--- src/common/dbmsp_pkg.sv ---
`default_nettype none
package dbmsp_pkg;
   localparam int unsigned NUM_CHAN = 2;
   localparam int unsigned ADDR_W = 8;
   // register indices; the byte address on the bus is four times the index
   localparam logic [7:0] IDX_CMD_PRI = 8'h00;
   localparam logic [7:0] IDX_STAT_PRI = 8'h02;
   localparam logic [7:0] IDX_PTR_PRI = 8'h04;
   localparam logic [7:0] IDX_CMD_SEC = 8'h08;
   localparam logic [7:0] IDX_STAT_SEC = 8'h0A;
   localparam logic [7:0] IDX_PTR_SEC = 8'h0C;
   localparam logic [7:0] IDX_MODE = 8'h10;
   // status fields
   localparam int unsigned STAT_SIMPLEX = 7;
   localparam int unsigned STAT_DRV1 = 6;
   localparam int unsigned STAT_DRV0 = 5;
   localparam int unsigned STAT_INT = 2;
   localparam int unsigned STAT_ERR = 1;
   localparam int unsigned STAT_ACT = 0;
   // command fields
   localparam int unsigned CMD_START = 0;
   localparam int unsigned CMD_DIR = 3;
   // mode fields: io enable, then one native-mode bit per channel
   localparam int unsigned MODE_IOEN = 0;
   localparam int unsigned MODE_NATIVE0 = 1;
   // end_of_table_flag: bit 7 of the last descriptor byte, i.e. bit 31 of dword 1
   localparam int unsigned EOT_BIT = 31;
   // reset values
   localparam logic [7:0] CMD_RST = 8'h00;
   localparam logic [7:0] STAT_RST = 8'h00;
   localparam logic [31:0] PTR_RST = 32'h0000_0000;
   localparam logic [7:0] MODE_RST = 8'h00;
   localparam logic [31:0] PTR_MASK = 32'hFFFF_FFFC;
   localparam logic [31:0] RD_ZERO = 32'h0000_0000;

   // per-channel engine inputs
   typedef struct packed {
      logic drvIrq;
      logic bufEmpty;
      logic regionDone;
      logic [31:0] descWord1;
      logic memError;
   } dbmsp_eng_t;

   // per-channel control towards the engine
   typedef struct packed {
      logic startPulse;
      logic running;
      logic dirWrite;
   } dbmsp_ctl_t;

   typedef enum logic [1:0] {
      BUS_IDLE = 2'b01,
      BUS_ACK = 2'b10
   } dbmsp_bus_t;

   function automatic logic [ADDR_W-1:0] byteAddr(input logic [7:0] idx);
      byteAddr = {idx[5:0], 2'b00};
   endfunction
endpackage
`default_nettype wire

--- src/hw/dbmsp_edge.sv ---
`timescale 1ns/1ns
`default_nettype none
module dbmsp_edge (
   // clock and reset
   input wire logic clk,
   input wire logic nrst,
   // level in, registered rising-edge pulse out
   input wire logic level,
   output logic rise
);
   logic prev_q;
   logic prev_d;
   logic rise_q;
   logic rise_d;

   always_comb
   begin
      prev_d = level;
      rise_d = level & ~prev_q;
   end

   always_ff @(posedge clk or negedge nrst)
   begin
      if (!nrst)
      begin
         prev_q <= 1'b0;
         rise_q <= 1'b0;
      end
      else
      begin
         prev_q <= prev_d;
         rise_q <= rise_d;
      end
   end

   assign rise = rise_q;
endmodule
`default_nettype wire

--- src/hw/dbmsp_chan.sv ---
`timescale 1ns/1ns
`default_nettype none
module dbmsp_chan (
   // clock and reset
   input wire logic clk,
   input wire logic nrst,
   // engine side
   input wire dbmsp_pkg::dbmsp_eng_t eng,
   input wire logic drvRise,
   // register side
   input wire logic startSet,
   input wire logic startClr,
   input wire logic stWr,
   input wire logic [7:0] stData,
   // state
   output logic intFlag,
   output logic errFlag,
   output logic active,
   output logic [1:0] dmaCap
);
   logic int_q, int_d, err_q, err_d, act_q, act_d;
   logic irqPend_q, irqPend_d, eotPend_q, eotPend_d;
   logic [1:0] cap_q, cap_d;

   always_comb
   begin
      irqPend_d = irqPend_q | drvRise;
      int_d = int_q;
      err_d = err_q;
      act_d = act_q;
      eotPend_d = eotPend_q;
      cap_d = cap_q;
      if (stWr)
      begin
         cap_d = stData[dbmsp_pkg::STAT_DRV1:dbmsp_pkg::STAT_DRV0];
         if (stData[dbmsp_pkg::STAT_INT])
            int_d = 1'b0;
         if (stData[dbmsp_pkg::STAT_ERR])
            err_d = 1'b0;
      end
      // held back until buffered data reached memory; set beats clear
      if (irqPend_q && eng.bufEmpty)
      begin
         int_d = 1'b1;
         irqPend_d = drvRise;
      end
      if (startSet)
         act_d = 1'b1;
      if (act_q && eng.regionDone && eng.descWord1[dbmsp_pkg::EOT_BIT])
         eotPend_d = 1'b1;
      // after end of table, running only drops once the buffer is empty; clearing start or a memory fault drops it at once
      if (eotPend_q && eng.bufEmpty)
      begin
         act_d = 1'b0;
         eotPend_d = 1'b0;
      end
      if (startClr)
      begin
         act_d = 1'b0;
         eotPend_d = 1'b0;
      end
      // memory fault: stop, flag, no interrupt
      if (eng.memError)
      begin
         err_d = 1'b1;
         act_d = 1'b0;
         eotPend_d = 1'b0;
      end
   end

   always_ff @(posedge clk or negedge nrst)
   begin
      if (!nrst)
      begin
         int_q <= 1'b0;
         err_q <= 1'b0;
         act_q <= 1'b0;
         irqPend_q <= 1'b0;
         eotPend_q <= 1'b0;
         cap_q <= 2'h0;
      end
      else
      begin
         int_q <= int_d;
         err_q <= err_d;
         act_q <= act_d;
         irqPend_q <= irqPend_d;
         eotPend_q <= eotPend_d;
         cap_q <= cap_d;
      end
   end

   assign intFlag = int_q;
   assign errFlag = err_q;
   assign active = act_q;
   assign dmaCap = cap_q;
endmodule
`default_nettype wire

--- src/hw/dbmsp_top.sv ---
// Overview of operation
// - status bit 7 reads fixed simplex capability
// - status bits 6:5 are software-writable drive flags
// - status bits 4:3 read zero, ignore writes
// - bit 2 set on drive interrupt rising edge
// - interrupt flag cleared only by writing one
// - interrupt flag waits until buffers are flushed
// - bit 1 set on memory transfer failure
// - error flag cleared only by writing one
// - running flag set when start is written
// - running flag clears after final end-of-table region
// - running reads zero after end of table only once data flushed; stop or memory error clears it at once
// - per-channel 32-bit pointer, bits 1:0 reserved
// - compatibility mode drives legacy line, not INTx#
// - native mode drives INTx#, legacy line tri-stated
// - legacy lines tri-stated until io enable set
// - engine starts on start bit zero-to-one
// - descriptor bit 31 of dword 1 ends table
// - memory error stops, sets error, no interrupt
`timescale 1ns/1ns
`default_nettype none
module dbmsp_top #(
   parameter logic SIMPLEX_ONLY = 1'b0
) (
   // clock and reset
   input wire logic clk,
   input wire logic nrst,
   // avalon-mm slave
   input wire logic [dbmsp_pkg::ADDR_W-1:0] address,
   input wire logic read,
   input wire logic write,
   input wire logic [31:0] writedata,
   input wire logic [3:0] byteenable,
   output logic [31:0] readdata,
   output logic waitrequest,
   // engine, one entry per channel
   input wire dbmsp_pkg::dbmsp_eng_t eng [dbmsp_pkg::NUM_CHAN],
   output dbmsp_pkg::dbmsp_ctl_t ctl [dbmsp_pkg::NUM_CHAN],
   output logic [31:0] tablePtr [dbmsp_pkg::NUM_CHAN],
   // interrupt pins
   output logic [dbmsp_pkg::NUM_CHAN-1:0] legacyIrq,
   output logic [dbmsp_pkg::NUM_CHAN-1:0] legacyIrqOe,
   output logic intxNOe
);
   localparam int unsigned NC = dbmsp_pkg::NUM_CHAN;

   dbmsp_pkg::dbmsp_bus_t bus_q, bus_d;
   logic wait_q, wait_d;
   logic [31:0] rdat_q, rdat_d;
   logic wrEn;
   logic [NC-1:0] start_q, start_d, dir_q, dir_d;
   logic [NC-1:0] pulse_q, pulse_d;
   logic [NC-1:0] startSet, startClr, stWr, ptrWr;
   logic [31:0] ptr_q [NC];
   logic [31:0] ptr_d [NC];
   logic [7:0] mode_q, mode_d;
   logic [NC-1:0] drvRise, intFlag, errFlag, active;
   logic [1:0] dmaCap [NC];
   logic [NC-1:0] lIrq_q, lIrq_d, lOe_q, lOe_d;
   logic intx_q, intx_d;
   logic [7:0] statByte [NC];
   logic [NC-1:0] native;

   function automatic logic [31:0] laneMerge(input logic [31:0] old,
                                             input logic [31:0] wd,
                                             input logic [3:0] be);
      logic [31:0] r;
      r = old;
      for (int i = 0; i < 4; i++)
      begin
         if (be[i])
            r[i*8 +: 8] = wd[i*8 +: 8];
      end
      laneMerge = r;
   endfunction

   // one wait cycle: decode in IDLE, answer in ACK
   always_comb
   begin
      bus_d = bus_q;
      wait_d = 1'b1;
      rdat_d = rdat_q;
      case (bus_q)
         dbmsp_pkg::BUS_IDLE:
         begin
            if (read || write)
            begin
               bus_d = dbmsp_pkg::BUS_ACK;
               wait_d = 1'b0;
               rdat_d = dbmsp_pkg::RD_ZERO;
               if (address == dbmsp_pkg::byteAddr(dbmsp_pkg::IDX_CMD_PRI))
                  rdat_d = {24'h000000, 4'h0, dir_q[0], 2'h0, start_q[0]};
               else if (address == dbmsp_pkg::byteAddr(dbmsp_pkg::IDX_STAT_PRI))
                  rdat_d = {24'h000000, statByte[0]};
               else if (address == dbmsp_pkg::byteAddr(dbmsp_pkg::IDX_PTR_PRI))
                  rdat_d = ptr_q[0];
               else if (address == dbmsp_pkg::byteAddr(dbmsp_pkg::IDX_CMD_SEC))
                  rdat_d = {24'h000000, 4'h0, dir_q[1], 2'h0, start_q[1]};
               else if (address == dbmsp_pkg::byteAddr(dbmsp_pkg::IDX_STAT_SEC))
                  rdat_d = {24'h000000, statByte[1]};
               else if (address == dbmsp_pkg::byteAddr(dbmsp_pkg::IDX_PTR_SEC))
                  rdat_d = ptr_q[1];
               else if (address == dbmsp_pkg::byteAddr(dbmsp_pkg::IDX_MODE))
                  rdat_d = {24'h000000, mode_q};
            end
         end
         dbmsp_pkg::BUS_ACK:
         begin
            bus_d = dbmsp_pkg::BUS_IDLE;
         end
         default:
         begin
            bus_d = dbmsp_pkg::BUS_IDLE;
         end
      endcase
   end

   always_ff @(posedge clk or negedge nrst)
   begin
      if (!nrst)
      begin
         bus_q <= dbmsp_pkg::BUS_IDLE;
         wait_q <= 1'b1;
         rdat_q <= dbmsp_pkg::RD_ZERO;
      end
      else
      begin
         bus_q <= bus_d;
         wait_q <= wait_d;
         rdat_q <= rdat_d;
      end
   end

   // writes land at the edge where waitrequest is seen low
   assign wrEn = write && (bus_q == dbmsp_pkg::BUS_ACK);

   always_comb
   begin
      start_d = start_q;
      dir_d = dir_q;
      mode_d = mode_q;
      startSet = '0;
      startClr = '0;
      stWr = '0;
      ptrWr = '0;
      for (int c = 0; c < NC; c++)
      begin
         ptr_d[c] = ptr_q[c];
      end
      if (wrEn && byteenable[0])
      begin
         if (address == dbmsp_pkg::byteAddr(dbmsp_pkg::IDX_CMD_PRI))
         begin
            start_d[0] = writedata[dbmsp_pkg::CMD_START];
            dir_d[0] = writedata[dbmsp_pkg::CMD_DIR];
         end
         else if (address == dbmsp_pkg::byteAddr(dbmsp_pkg::IDX_CMD_SEC))
         begin
            start_d[1] = writedata[dbmsp_pkg::CMD_START];
            dir_d[1] = writedata[dbmsp_pkg::CMD_DIR];
         end
         else if (address == dbmsp_pkg::byteAddr(dbmsp_pkg::IDX_STAT_PRI))
            stWr[0] = 1'b1;
         else if (address == dbmsp_pkg::byteAddr(dbmsp_pkg::IDX_STAT_SEC))
            stWr[1] = 1'b1;
         else if (address == dbmsp_pkg::byteAddr(dbmsp_pkg::IDX_MODE))
            mode_d = writedata[7:0];
      end
      if (wrEn)
      begin
         if (address == dbmsp_pkg::byteAddr(dbmsp_pkg::IDX_PTR_PRI))
            ptrWr[0] = 1'b1;
         else if (address == dbmsp_pkg::byteAddr(dbmsp_pkg::IDX_PTR_SEC))
            ptrWr[1] = 1'b1;
      end
      for (int c = 0; c < NC; c++)
      begin
         if (ptrWr[c])
            ptr_d[c] = laneMerge(ptr_q[c], writedata, byteenable) & dbmsp_pkg::PTR_MASK;
         startSet[c] = start_d[c] & ~start_q[c];
         startClr[c] = ~start_d[c] & start_q[c];
      end
      pulse_d = startSet;
   end

   always_ff @(posedge clk or negedge nrst)
   begin
      if (!nrst)
      begin
         start_q <= '0;
         dir_q <= '0;
         pulse_q <= '0;
         mode_q <= dbmsp_pkg::MODE_RST;
         for (int c = 0; c < NC; c++)
         begin
            ptr_q[c] <= dbmsp_pkg::PTR_RST;
         end
      end
      else
      begin
         start_q <= start_d;
         dir_q <= dir_d;
         pulse_q <= pulse_d;
         mode_q <= mode_d;
         for (int c = 0; c < NC; c++)
         begin
            ptr_q[c] <= ptr_d[c];
         end
      end
   end

   for (genvar c = 0; c < NC; c++)
   begin : g_chan
      dbmsp_edge u_edge (
         .clk(clk),
         .nrst(nrst),
         .level(eng[c].drvIrq),
         .rise(drvRise[c])
      );
      dbmsp_chan u_chan (
         .clk(clk),
         .nrst(nrst),
         .eng(eng[c]),
         .drvRise(drvRise[c]),
         .startSet(startSet[c]),
         .startClr(startClr[c]),
         .stWr(stWr[c]),
         .stData(writedata[7:0]),
         .intFlag(intFlag[c]),
         .errFlag(errFlag[c]),
         .active(active[c]),
         .dmaCap(dmaCap[c])
      );
      // bits 4:3 are hard zero, bit 7 is the fixed strap
      assign statByte[c] = {SIMPLEX_ONLY, dmaCap[c], 2'b00, intFlag[c], errFlag[c],
                            active[c]};
      assign native[c] = mode_q[dbmsp_pkg::MODE_NATIVE0 + c];
      assign ctl[c].startPulse = pulse_q[c];
      assign ctl[c].running = active[c];
      assign ctl[c].dirWrite = dir_q[c];
      assign tablePtr[c] = ptr_q[c];
   end

   // interrupt routing per channel mode
   always_comb
   begin
      lIrq_d = intFlag;
      lOe_d = '0;
      intx_d = 1'b0;
      for (int c = 0; c < NC; c++)
      begin
         lOe_d[c] = mode_q[dbmsp_pkg::MODE_IOEN] & ~native[c];
         intx_d = intx_d | (native[c] & intFlag[c]);
      end
   end

   always_ff @(posedge clk or negedge nrst)
   begin
      if (!nrst)
      begin
         lIrq_q <= '0;
         lOe_q <= '0;
         intx_q <= 1'b0;
      end
      else
      begin
         lIrq_q <= lIrq_d;
         lOe_q <= lOe_d;
         intx_q <= intx_d;
      end
   end

   assign readdata = rdat_q;
   assign waitrequest = wait_q;
   assign legacyIrq = lIrq_q;
   assign legacyIrqOe = lOe_q;
   assign intxNOe = intx_q;
endmodule
`default_nettype wire

--- config.mk ---
export PLATFORM = sky130hd
export DESIGN_NAME = dbmsp_top
export DESIGN_NICKNAME = d
export VERILOG_FILES = /design/src/common/dbmsp_pkg.sv /design/src/hw/dbmsp_edge.sv /design/src/hw/dbmsp_chan.sv /design/src/hw/dbmsp_top.sv
export SDC_FILE = /design/constraint.sdc
export NUM_CORES = 1
export LEC_CHECK = 0
export BUFFER_PORTS_ARGS = -buffer_cell sky130_fd_sc_hd__buf_4
export CAP_MARGIN = 0
export CORE_MARGIN = 8
export CORE_UTILIZATION = 49
export DETAILED_ROUTE_END_ITERATION = 8
export PLACE_DENSITY_LB_ADDON = 0.08
export REMOVE_ABC_BUFFERS = 1
export SYNTH_ARGS = -nofsm -noshare
export SYNTH_HDL_FRONTEND = slang
export SYNTH_SLANG_ARGS = --single-unit
--- constraint.sdc ---
create_clock -name clk -period 3.05 [get_ports clk]
set_input_delay 0 -clock clk [delete_from_list [all_inputs] [get_ports clk]]
set_output_delay 0 -clock clk [all_outputs]
set_load 0.01 [all_outputs]
==> impl_summary.txt <==
----------------------------------------------------
[Status]
  Status ... finished, final reports clean

[STA]
  Worst Max-Slew Pin Slew ... between 1 and 1.5 ns
  Slew headroom ... about a third
  Number of endpoints with negative hold slack in the final report ... 0
  Count of final setup violators ... 0
  Period Utilization, post-route ... approximately 95%
  Period minus WS final ... a little under 3 ns
  Final Max Slew Viols ... 0
  Setup TNS Final ... 0 ns
  Achievable Freq ... 344.4 MHz
  Clock Skew ... a little over 0.005 ns
  Unrepaired setup endpoints after global routing ... no

[Global routing]
  Wire length of the first global-routing pass ... ~24000 um
  Congestion Overflow GR ... 0
  Tot GR Track Use ... about 21%
  Via count of the first global-routing pass ... 4592
  Pin count of the biggest net entering global routing ... 78
  Initial antenna violation count ... 0

[Die]
  IO Pins ... between 200 and 250
  Number of rows in the core area ... 39
  Core area ... 11370 um^2
  Effective utilization at floorplan ... around 50%
  Width of the die ... 123.9 um
  Die area ... between 15000 and 20000 um^2
  Die H ... 123.9 um

[Placed design]
  Final estimated routing congestion in global placement ... between 0.7 and 0.8
  Final HPWL from detailed placement ... about 10000 um
  Port Buf Inserts ... 161

[Yosys]
  Number of synthesized flops with an enable pin ... 0
  Main synth FF type ... sky130_fd_sc_hd__dfrtp_1
  Async set-or-reset flop fraction in the synthesized netlist ... between 90% and 100%
  Count of yosys warnings during synthesis ... 0
  Adder-cell share of the synthesized area ... less than 1%
  Sequential cell area fraction in the yosys report ... between 50 and 60%
  Compound-cell area share of the yosys netlist ... approximately 6.7%
  Average footprint of a synthesized cell ... approximately 13 um^2
  Xor/xnor share of the synthesized area ... 0%
  Cells after Synth ... 443
  Unique cell type count in the Yosys netlist ... 51
  Post-synthesis share of cell area spent on and, or, nand and nor gates ... a little under an eighth
  Share of cell area taken by muxes after synthesis ... around a fifth
  Combinational family with the most area after synthesis ... multiplexers
  Post-synthesis instance area ... ~5700 um^2
  Flops & latches, synth ... about 130

[Finish]
  Combined area of the multi-input logic cells ... roughly 2300 um^2
  Final nets ... ~780
  Footprint of the flip-flops and latches ... about 3300 um^2
  Fill count ... between 800 and 900
  End-of-flow core utilization ... a little under three quarters
  Antenna diode count ... 0
  Post-synthesis to final-layout area growth ... 42.48%
  Fraction of final layout cells with drive strength greater than 1 ... 43.58%
  Leading cell types in the layout, fill and taps excluded ... sky130_fd_sc_hd__buf_4, sky130_fd_sc_hd__dfrtp_1, sky130_fd_sc_hd__mux2_2, sky130_fd_sc_hd__dlygate4sd3_1, sky130_fd_sc_hd__nand2_1
  Most frequent standard cell in the layout excluding fill and tap cells ... sky130_fd_sc_hd__buf_4

[Power and ir drop]
  Reported leakage power ... between 0.004 and 0.005 uW
  Max rail drop VDD ... about 0.46 mV
  Power per standard cell area ... ~540 nW/um^2

[Worst setup path]
  Crit path kind ... flip-flop to flip-flop
  Critical path peak fanout ... 5
  Worst path required time ... around 3.4 ns
  R2R setup slack ... roughly 0.15 ns
  CP Capture Type ... flip-flop
  Arrival time at the worst endpoint ... about 3.3 ns
  Startpoint type of the worst setup path ... flip-flop

[Routing]
  Highest metal layer used by the detailed router ... met4
  Final WL ... 15370 um
  Count of unresolved DRC violations after routing ... 0
  Total number of vias ... between 4000 and 5000
  Metal1 wirelength ... 6185 um
  Average wire per cell in the routed design ... between 15 and 20 um
  Router iterations before antenna repair ... 4
  Met2 routed wirelength ... about 7500 um
  Post-DRT Antenna Nets ... 0
  Detailed router's first-iteration violation count ... between 200 and 300
  Total met3 wirelength after detailed routing ... 1381 um
  Mean number of vias per cell ... 5.314

[Run]
  Max capacitance violation total ... 0

[Clocking]
  Clk pin slew, worst setup/hold paths ... around 0.06 ns
  Library cell used as clock root buffer ... sky130_fd_sc_hd__clkbuf_16
  Number of H-tree branching levels ... 4
  Clock buffers created by TritonCTS ... 17
  Worst skew pair latency ... slightly above 0.4 ns
  TritonCTS clock tree ... yes
  Count of clock tree sinks ... 132
  Number of buffers on the longest clock path ... 2

[Worst hold path]
  HP Class ... input pin to flip-flop

----------------------------------------------------
## routing by layer
| metal | track usage, % | vias up |
|---|---|---|
| met5 | 0 | - |
| met4 | 8.804 | 0 |
| met3 | 7.298 | 18 |
| met2 | 33.01 | 140 |
| met1 | 25.03 | 2153 |
| li1 | - | 2009 |
## cell families after synthesis
| group | Yosys count |
|---|---|
| flops | 132 |
| simple gates | 108 |
| mux | 107 |
| compound gates | 60 |
| buf+inv | 31 |
| fa+ha+maj | 4 |
| other cells | 1 |
## cells in the mapped netlist (2+ instances only)
| master | count | share of area [%] |
|---|---|---|
| sky130_fd_sc_hd__dfrtp_1 | 130 | 57 |
| sky130_fd_sc_hd__mux2_2 | 75 | 15 |
| sky130_fd_sc_hd__nand2_1 | 36 | 2.4 |
| sky130_fd_sc_hd__mux2i_1 | 31 | 5.4 |
| sky130_fd_sc_hd__o21ai_0 | 26 | 2.3 |
| sky130_fd_sc_hd__nor2_1 | 12 | 0.79 |
| sky130_fd_sc_hd__nand3_1 | 11 | 0.97 |
| sky130_fd_sc_hd__a21oi_1 | 10 | 0.88 |
| sky130_fd_sc_hd__nor2b_1 | 10 | 1.1 |
| sky130_fd_sc_hd__clkbuf_1 | 9 | 0.59 |
| sky130_fd_sc_hd__inv_1 | 8 | 0.53 |
| sky130_fd_sc_hd__nor3_1 | 7 | 0.61 |
| sky130_fd_sc_hd__a22o_1 | 6 | 0.92 |
| sky130_fd_sc_hd__buf_4 | 6 | 0.79 |
| sky130_fd_sc_hd__buf_2 | 5 | 0.44 |
| sky130_fd_sc_hd__nand2b_1 | 5 | 0.55 |
| sky130_fd_sc_hd__ha_1 | 4 | 0.88 |
| sky130_fd_sc_hd__a21o_1 | 3 | 0.39 |
| sky130_fd_sc_hd__nand2_2 | 3 | 0.33 |
| sky130_fd_sc_hd__nand4_4 | 3 | 1.1 |
| sky130_fd_sc_hd__nor4_4 | 3 | 1.1 |
| sky130_fd_sc_hd__a211oi_1 | 2 | 0.26 |
| sky130_fd_sc_hd__a221o_1 | 2 | 0.35 |
| sky130_fd_sc_hd__a31oi_1 | 2 | 0.22 |
| sky130_fd_sc_hd__a32oi_1 | 2 | 0.31 |
| sky130_fd_sc_hd__and2_1 | 2 | 0.22 |
| sky130_fd_sc_hd__clkbuf_2 | 2 | 0.18 |
| sky130_fd_sc_hd__dfstp_2 | 2 | 0.92 |
| sky130_fd_sc_hd__nand4_1 | 2 | 0.22 |
| sky130_fd_sc_hd__nor4_1 | 2 | 0.22 |
| sky130_fd_sc_hd__or3_2 | 2 | 0.26 |
## report_power, final
| group | switching, uW | leakage (uW) | internal [uW] |
|---|---|---|---|
| Sequential | 45.0 | 0.00179 | 1830 |
| Clock | 712 | 0.000294 | 1340 |
| Combinational | 287 | 0.00203 | 216 |
## path summary, 6_finish.rpt
path	startpoint	endpoint	cells after the start
worst min register to register	g_chan[1].u_edge.prev_q$_DFF_PN0_	g_chan[1].u_edge.rise$_DFF_PN0_	1
max in group asynchronous	nrst	readdata[14]$_DFFE_PN0P_	3
min in group asynchronous	nrst	pulse_q[1]$_DFF_PN0_	2
worst max register to register	bus_q[0]$_DFFE_PN1P_	g_chan[1].u_chan.active$_DFFE_PN0P_	9
worst min-delay path	eng[33]	g_chan[1].u_chan.eotPend_q$_DFFE_PN0P_	5
worst max-delay path	bus_q[0]$_DFFE_PN1P_	g_chan[1].u_chan.active$_DFFE_PN0P_	9
## what timing repair did
item / CTS / global route
endpoints found under the hold margin: 168 / 0
hold buffers: 47 / 0
setup endpoints to repair: 0 / 1
setup buffers: 0 / 3
gates resized for setup: 0 / 1
## worst max-delay path, stage by stage (launching register included)
cell                            delay, ns
sky130_fd_sc_hd__dfstp_2             0.54
sky130_fd_sc_hd__and4b_1             0.23
sky130_fd_sc_hd__and2_1              0.24
sky130_fd_sc_hd__nand3_1             0.21
sky130_fd_sc_hd__mux2_2              0.38
sky130_fd_sc_hd__ha_1                0.30
sky130_fd_sc_hd__nor2_1              0.12
sky130_fd_sc_hd__a21oi_1             0.06
sky130_fd_sc_hd__a211oi_1            0.20
sky130_fd_sc_hd__dlygate4sd3_1       0.57
## metrics by stage
stage               power, uW  setup slack [ns]  std cells  hold WS (ns)  instance area [um^2]
floorplan                2082            0.7421        424       -0.2956                  5599
global placement         2351            0.6640        732        0.1168                  7029
detailed placement       2359            0.5834        732        0.1206                  7029
CTS                      4473           0.07990        810      0.009487                  8100
global route             4593          0.004405        813       0.05935                  8124
finish                   4421            0.1468        813       0.02786                  8124
## cell type report
type                            count  area share [%]
Sequential cell                   132           40.69
Multi-Input combinational cell    283           27.83
Timing Repair Buffer              215           21.47
Clock buffer                       21           5.791
Tap cell                          143           2.202
Clock inverter                     10           1.602
Inverter                            9          0.4158
## state kept, by name (all words and copies together) (netlist names), 2 cells and up
register and cells:
g_chan.u_edge.prev_q 2, readdata 32, dir_q 2, g_chan.u_chan.intFlag 2
pulse_q 2, g_chan.u_edge.rise 2, g_chan.u_chan.errFlag 2, tablePtr 60
g_chan.u_chan.dmaCap 4, g_chan.u_chan.eotPend_q 2, g_chan.u_chan.irqPend_q 2, legacyIrq 2
start_q 2, legacyIrqOe 2, g_chan.u_chan.active 2, mode_q 8
bus_q 2
(Power assumes the default switching activity.)
